`src/rtl/rmgc_defines.vh`:
```
// register map, field layout and reset values of the relay mux gain control
`ifndef RMGC_DEFINES_VH
`define RMGC_DEFINES_VH

`define RMGC_NUM_CH 16
`define RMGC_ADDR_W 8
`define RMGC_DATA_W 16
// data registers: page 1 word 1, indices 0x00..0x0f
`define RMGC_DATA_BASE 8'h00
// gain registers: page 13, indices 0xc0..0xcf
`define RMGC_GAIN_BASE 8'hc0
`define RMGC_CFG_ADDR 8'hf9
`define RMGC_STATUS_ADDR 8'hfb
`define RMGC_ID_ADDR 8'hfd
// arbitrary card identity value
`define RMGC_CARD_ID 16'h00a5
`define RMGC_CFG_OSD_BIT 7
`define RMGC_CFG_RESET 16'h0000
// gain word: [1:0] mux gain, [4:2] converter gain
`define RMGC_GAIN_MUX_LSB 0
`define RMGC_GAIN_MUX_W 2
`define RMGC_GAIN_ADC_LSB 2
`define RMGC_GAIN_ADC_W 3
`define RMGC_GAIN_MASK 16'h001f
`define RMGC_MUX_G0P1 2'h0
`define RMGC_MUX_G1 2'h1
`define RMGC_MUX_G10 2'h2
`define RMGC_MUX_G100 2'h3
`define RMGC_ADC_G1 3'h0
`define RMGC_ADC_G2 3'h1
`define RMGC_ADC_G4 3'h2
`define RMGC_ADC_G8 3'h3
`define RMGC_ADC_AUTO 3'h4
// reset gain: mux x1, converter x1
`define RMGC_GAIN_RESET 16'h0001
`define RMGC_FULL_SCALE 16'h7fff

`endif

```
`src/rtl/rmgc_gain_bank.v`:
```
// per-channel gain register bank
`timescale 1ns/100ps
`default_nettype none
`include "rmgc_defines.vh"

module rmgc_gain_bank (
    input wire clk_sys,
    input wire rst_n,
    input wire wr_en,
    input wire [3:0] wr_ch,
    input wire [15:0] wr_data,
    input wire [3:0] rd_ch,
    output wire [15:0] rd_gain
);
    reg [15:0] gain_mem [0:`RMGC_NUM_CH-1];
    genvar g;
    generate
        for (g = 0; g < `RMGC_NUM_CH; g = g + 1) begin : g_ch
            localparam [3:0] CH_IDX = g;
            always @(posedge clk_sys or negedge rst_n) begin
                if (!rst_n) begin
                    gain_mem[g] <= `RMGC_GAIN_RESET;
                end else if (wr_en && wr_ch == CH_IDX) begin
                    gain_mem[g] <= wr_data & `RMGC_GAIN_MASK;
                end
            end
        end
    endgenerate
    assign rd_gain = gain_mem[rd_ch];
endmodule
`default_nettype wire

```
`src/rtl/rmgc_top.v`:
```
// relay input mux channel select, gain control and register port
//
// Contract
// Sixteen input channels, each with its own data register holding its reading.
// Host selects a channel only by addressing its data register; mux routes it.
// Bit 7 of config register 249 turns open-sensor detection on or off.
// Detection on and input open gives positive full scale at gains 1 to 800.
// Detection gives no open indication when mux gain is below one.
// Overrange input returns the same positive full scale as an open input.
// Host tells overrange from open by clearing detection and reading again.
// One gain register per input channel holds that channel's gain selection.
// Gain register takes mux gain 0.1, 1, 10 or 100.
// Gain register takes converter gain 1, 2, 4, 8 or autorange.
// On a reading request the channel's gain drives both amplifiers; a request while a conversion is pending leaves both gains unchanged.
// Host may read or overwrite any gain register at any time.
// Each data read forwards the channel's gain value to the converter card; a data read made while a conversion is pending forwards nothing.
// Config bit 7 one means detection on, zero means detection off.
// Card status register always reads zero.
// Reset clears detection bit and sets every gain register to a default.
`timescale 1ns/100ps
`default_nettype none
`include "rmgc_defines.vh"

module rmgc_top (
    input wire clk_sys,
    input wire rst_n,
    input wire [7:0] reg_addr,
    input wire [15:0] reg_wdata,
    input wire reg_wr,
    input wire reg_rd,
    output reg [15:0] reg_rdata,
    input wire [15:0] conv_data,
    input wire conv_valid,
    input wire input_open,
    input wire input_overrange,
    output reg [3:0] mux_sel,
    output reg mux_route,
    output reg [1:0] mux_gain,
    output reg [2:0] conv_gain,
    output reg conv_gain_strobe,
    output reg conv_start,
    output reg osd_enable
);
    localparam ST_IDLE = 2'h0;
    localparam ST_WAIT = 2'h1;

    reg [1:0] state;
    reg [15:0] cfg;
    reg [15:0] data_mem [0:`RMGC_NUM_CH-1];
    reg [3:0] cur_ch;
    reg [15:0] next_reading;

    wire hit_data;
    wire hit_gain;
    wire [3:0] addr_ch;
    wire [15:0] sel_gain;
    wire [15:0] rd_gain;
    wire osd_on;
    wire osd_usable;

    assign hit_data = ((reg_addr & 8'hf0) == `RMGC_DATA_BASE);
    assign hit_gain = ((reg_addr & 8'hf0) == `RMGC_GAIN_BASE);
    assign addr_ch = reg_addr[3:0];
    assign osd_on = cfg[`RMGC_CFG_OSD_BIT];
    // detection useless at mux gain 0.1; uses the gain latched at start
    assign osd_usable = osd_on &&
        (mux_gain != `RMGC_MUX_G0P1);

    rmgc_gain_bank u_gain (
        .clk_sys(clk_sys),
        .rst_n(rst_n),
        .wr_en(reg_wr && hit_gain),
        .wr_ch(addr_ch),
        .wr_data(reg_wdata),
        .rd_ch(addr_ch),
        .rd_gain(rd_gain)
    );
    assign sel_gain = rd_gain;

    always @* begin
        if (input_overrange || (osd_usable && input_open)) begin
            next_reading = `RMGC_FULL_SCALE;
        end else begin
            next_reading = conv_data;
        end
    end

    // config register
    always @(posedge clk_sys or negedge rst_n) begin
        if (!rst_n) begin
            cfg <= `RMGC_CFG_RESET;
        end else if (reg_wr && reg_addr == `RMGC_CFG_ADDR) begin
            cfg <= reg_wdata;
        end
    end

    always @(posedge clk_sys or negedge rst_n) begin
        if (!rst_n) begin
            osd_enable <= 1'b0;
        end else begin
            osd_enable <= osd_on;
        end
    end

    // read-data mux, answer one cycle after strobe
    always @(posedge clk_sys or negedge rst_n) begin
        if (!rst_n) begin
            reg_rdata <= 16'h0000;
        end else if (reg_rd) begin
            if (hit_data) begin
                reg_rdata <= data_mem[addr_ch];
            end else if (hit_gain) begin
                reg_rdata <= rd_gain;
            end else if (reg_addr == `RMGC_CFG_ADDR) begin
                reg_rdata <= cfg;
            end else if (reg_addr == `RMGC_STATUS_ADDR) begin
                reg_rdata <= 16'h0000;
            end else if (reg_addr == `RMGC_ID_ADDR) begin
                reg_rdata <= `RMGC_CARD_ID;
            end else begin
                reg_rdata <= 16'h0000;
            end
        end else begin
            reg_rdata <= 16'h0000;
        end
    end

    // conversion sequencer
    always @(posedge clk_sys or negedge rst_n) begin
        if (!rst_n) begin
            state <= ST_IDLE;
            cur_ch <= 4'h0;
            mux_sel <= 4'h0;
            mux_route <= 1'b0;
            mux_gain <= `RMGC_MUX_G1;
            conv_gain <= `RMGC_ADC_G1;
            conv_gain_strobe <= 1'b0;
            conv_start <= 1'b0;
        end else begin
            conv_gain_strobe <= 1'b0;
            conv_start <= 1'b0;
            case (state)
                ST_IDLE: begin
                    if (reg_rd && hit_data) begin
                        cur_ch <= addr_ch;
                        mux_sel <= addr_ch;
                        mux_route <= 1'b1;
                        mux_gain <= sel_gain[1:0];
                        conv_gain <= sel_gain[4:2];
                        conv_gain_strobe <= 1'b1;
                        conv_start <= 1'b1;
                        state <= ST_WAIT;
                    end
                end
                ST_WAIT: begin
                    if (conv_valid) begin
                        mux_route <= 1'b0;
                        state <= ST_IDLE;
                    end
                end
                default: begin
                    state <= ST_IDLE;
                end
            endcase
        end
    end

    // data registers updated by completed conversions
    genvar g;
    generate
        for (g = 0; g < `RMGC_NUM_CH; g = g + 1) begin : g_data
            localparam [3:0] CH_IDX = g;
            always @(posedge clk_sys or negedge rst_n) begin
                if (!rst_n) begin
                    data_mem[g] <= 16'h0000;
                end else if (state == ST_WAIT && conv_valid &&
                             cur_ch == CH_IDX) begin
                    data_mem[g] <= next_reading;
                end
            end
        end
    endgenerate
endmodule
`default_nettype wire

```
`config.mk`:
```
export PLATFORM = sky130hd
export DESIGN_NAME = rmgc_top
export DESIGN_NICKNAME = d
export VERILOG_FILES = /design/src/rtl/rmgc_gain_bank.v /design/src/rtl/rmgc_top.v
export VERILOG_INCLUDE_DIRS = /design/src /design/src/rtl
export SDC_FILE = /design/constraint.sdc
export NUM_CORES = 1
export LEC_CHECK = 0
export ABC_AREA = 1
export BUFFER_PORTS_ARGS = -buffer_cell sky130_fd_sc_hd__buf_4
export CAP_MARGIN = 10
export CORE_ASPECT_RATIO = 0.5
export CORE_MARGIN = 3
export CORE_UTILIZATION = 30
export CTS_CLUSTER_DIAMETER = 30
export CTS_CLUSTER_SIZE = 12
export DETAILED_ROUTE_END_ITERATION = 10
export PLACE_DENSITY = 0.5
export SETUP_SLACK_MARGIN = 0.3
export SKIP_LAST_GASP = 1
export SLEW_MARGIN = 20
export SYNTH_ARGS = -nofsm -noshare
export SYNTH_HDL_FRONTEND = slang
export SYNTH_SLANG_ARGS = --single-unit
```
`constraint.sdc`:
```
create_clock -name clk_sys -period 2.1 [get_ports clk_sys]
set_input_delay 0.21 -clock clk_sys [delete_from_list [all_inputs] [get_ports clk_sys]]
set_output_delay 0.21 -clock clk_sys [all_outputs]
set_load 0.02 [all_outputs]
```
==> summary.txt <==
Floorplanning
  – Die W: 347 µm
  – Chip Height: 176 µm
  – Top-Level Pins: 76
  – Die footprint: 0.0612 mm²
  – Core Region: 0.0565 mm²
  – Rows: 61
  – Initial core utilization: 30.9%

Clocking
  – Clock sinks: 380
  – Clock Tree Root: clkbuf_16
  – Worst skew pair latency: 0.58 ns
  – CTS tree: built
  – H-tree levels: 3
  – Worst-path clk slew: 0.05 ns
  – Maximum clock path buffer count: 3
  – Inserted Clock Buffers: 75

Setup path
  – Crit-path cells: or2_1 > a31oi_4 > bufinv_8 > nor2_1 > buf_6 > o21ai_0
  – RR Endpoint: data_mem[193]
  – CP peak stage delay: 0.39 ns
  – R2R setup slack: 0.35 ns
  – Worst Setup End Kind: register
  – Worst Setup SP: mux_gain[1]
  – CP endpoint: data_mem[193]
  – WP data arrival: 2.18 ns
  – Reg2reg path depth: 6
  – CP max FO: 16
  – CP Launch Type: register
  – Slowest cell on the critical path: dfrtp_1
  – Required time worst endpoint: 2.54 ns
  – R2r startpoint: mux_gain[1]
  – Worst setup path category: reg -> reg

Drt
  – Iteration-0 DRC Markers: 1,059
  – Wire per inst: 16.7 µm
  – Drt first pass iters: 5
  – Routed Antenna Nets: 0
  – Final WL: 54,300 µm
  – Vias: 14,849
  – Vias/cell: 4.58
  – Residual DRC: 0

Synthesis
  – Post-Syn Instances: 2,281
  – Top cells by area, synth: dfrtp_1 (52%), nand2_1 (20%), o21ai_0 (10%), nor2_1 (7.4%), dfstp_2 (2.6%)
  – Post-synthesis compound-gate area fraction: 10.8%
  – Yosys reg bits: 380
  – Post-synthesis simple-gate area fraction: 29.6%
  – Unique masters post-synth: 28
  – Yosys warnings: 0
  – Post-synthesis xor/xnor area fraction: 0%
  – Post-synthesis mux area share: 0%
  – Avg Inst Size Synth: 7.65 µm²
  – Most used DFF post-synth: dfrtp_1
  – Syn Nets: 2,328
  – EDFF count, synth: 0
  – Share of synthesized registers carrying an async set or reset: 100%
  – Biggest area consumer among synthesized cells: dfrtp_1
  – Post-Syn Area: 0.0174 mm²
  – Sequential area share after synthesis: 54.6%
  – Adder-Cell Fraction of Synth Area: 0%
  – Share of the synthesized area in the top cell type: 52.1%
  – Largest family of logic cells by synthesized area: simple AND/OR/NAND/NOR gates

Power and ir drop
  – Cell internal pwr: 16.8 mW
  – Switch Pwr: 5.94 mW
  – Leakage dissipation: 11.1 nW
  – Sequential share of power: 37.9%
  – Clock network power share: 52.0%
  – Comb pwr share: 10.1%
  – Sw Ratio: 26.1%
  – Worst IR Drop VDD: 465 µV
  – Power per standard cell area: 1020 mW/mm²

Timing
  – Crit share post-route: 83.2%
  – Final Hold Viols: 0
  – Worst-case clock skew: 0.0202 ns
  – FMAX: 0.572 GHz
  – RSZ-0062 raised after global routing: yes
  – Slew Viols, Final: 0
  – Final number of setup-violating endpoints: 0
  – Worst slew pin tran: 0.637 ns
  – Setup TNS: 0 ns
  – Slew Limit Headroom: 57.1%
  – WHS: 0.0479 ns
  – Crit path time final: 1.75 ns

GRT
  – Initial antenna violation count: 0
  – Global-route wire length before repair: 85,400 µm
  – Vias in the first global route: 14,489
  – Largest net degree at the start of global routing: 64
  – Overall global routing resource usage: 17.9%
  – GRT Residual Overflow: 0

Finish
  – Most common cell after layout, fill and taps aside: nand2_1
  – Layout area overhead: 27.3%
  – Finished Layout Cells: 3,242
  – Register area: 0.00953 mm²
  – Fill cells: 5,839
  – Nets: 2,474
  – Share of layout cells above drive strength 1: 13.4%
  – Most frequent cells in the layout: nand2_1 (927), dfrtp_1 (363), o21ai_0 (349), nor2_1 (342), buf_4 (137)
  – Antenna cells: 0
  – Multi-input logic area: 0.00707 mm²

Placed design
  – DP HPWL: 33,200 µm
  – Routability Congestion: 0.766
  – Placed Instances: 3,060
  – Buffers added on ports: 75

Worst hold path
  – Worst hold path type: in -> reg

Flow run
  – # Max-Cap Violations: 0

Status
  – Status: completed
-- what timing repair did --
item / CTS / global route
hold endpoints to repair: 237 / 0
hold buffers: 38 / 0
buffers inserted: 2 / 5
setup endpoints to repair: 240 / 218
pin swaps: 1 / 1
cloned: 0 / 1
resized for setup: 2 / 5
-- worst max-delay path, delay by kind of cell (launching register included) --
kind / cells / cell delay (ns)
flip-flops: 1 / 0.39
AO/OA/AOI/OAI: 2 / 0.31
AND/OR/NAND/NOR: 2 / 0.41
buffers and inverters: 2 / 0.47
-- routing by layer --
| metal | part of all wire, % | vias up | global-route usage, % |
|---|---|---|---|
| li1 | - | 7450 | - |
| met1 | 48 | 7037 | 25.1 |
| met2 | 46 | 276 | 28.3 |
| met3 | 4.1 | 86 | 3.52 |
| met4 | 1.9 | 0 | 4.63 |
| met5 | 0 | - | 0 |
-- synth_stat cells (2+ instances only) --
cell type / instances
a21oi_1: 8
buf_1: 7
buf_2: 40
buf_4: 8
buf_6: 2
clkbuf_1: 73
dfrtp_1: 363
dfstp_2: 17
inv_1: 67
inv_2: 3
inv_4: 2
nand2_1: 927
nand2_2: 8
nand3_1: 24
nor2_1: 344
nor2_2: 2
nor2_4: 12
o21ai_0: 349
o21ai_1: 12
o21bai_1: 5
-- metrics by stage --
stage	worst slack, ns	area, µm²	utilization (%)	power [mW]
2_1_floorplan	0.456	17400	-	10.1
3_3_place_gp	0.000104	19200	33.9	10.9
3_5_place_dp	0.0341	19200	33.9	11.0
4_1_cts	0.312	22100	39.1	23.0
5_1_grt	0.253	22200	39.3	23.8
6_report	0.353	22200	39.3	22.7
-- flip-flops by register name, summed over array words and instances (netlist names), 2 cells and up --
name / flops
data_mem: 256
mux_gain: 2
conv_gain: 3
u_gain.gain_mem: 80
reg_rdata: 16
cfg: 16
cur_ch: 4
-- logic make-up (layout without fill, tap and decap cells) --
group	count (synthesis)	count (layout)
DFF	380	380
AOI/OAI and AO/OA	375	375
and+or+nand+nor	1323	1323
buffers and inverters	203	408
-- layout make-up --
class	instances	area share, %
timing repair buffer	198	8.32
multi-input combinational	1698	31.8
clock buffer	100	9.42
clock inverter	36	1.89
tap	756	4.26
inverter	73	1.32
sequential	380	42.9
timing repair inverter	1	0.0282
-- worst min path at each step --
stage / startpoint / slack [ns] / endpoint / cells after the start
2_1_floorplan: rst_n / -0.09 / cfg[0] / 0
3_3_place_gp: rst_n / 0.19 / data_mem[201] / 1
3_5_place_dp: rst_n / 0.20 / data_mem[217] / 1
4_1_cts: conv_data[5] / 0.01 / data_mem[101] / 4
5_1_grt: conv_data[5] / 0.03 / data_mem[85] / 4
6_report: conv_data[5] / 0.05 / data_mem[101] / 4
-- power by group through the flow --
stage / sequential (mW) / clock, mW / combinational, mW
floorplan: 8.66 / 0 / 1.40
global placement: 8.71 / 0 / 2.23
detailed placement: 8.72 / 0 / 2.26
CTS: 8.62 / 12.1 / 2.32
global route: 8.72 / 12.4 / 2.67
finish: 8.62 / 11.8 / 2.31
Note: power is estimated with default switching activity, not from simulation.
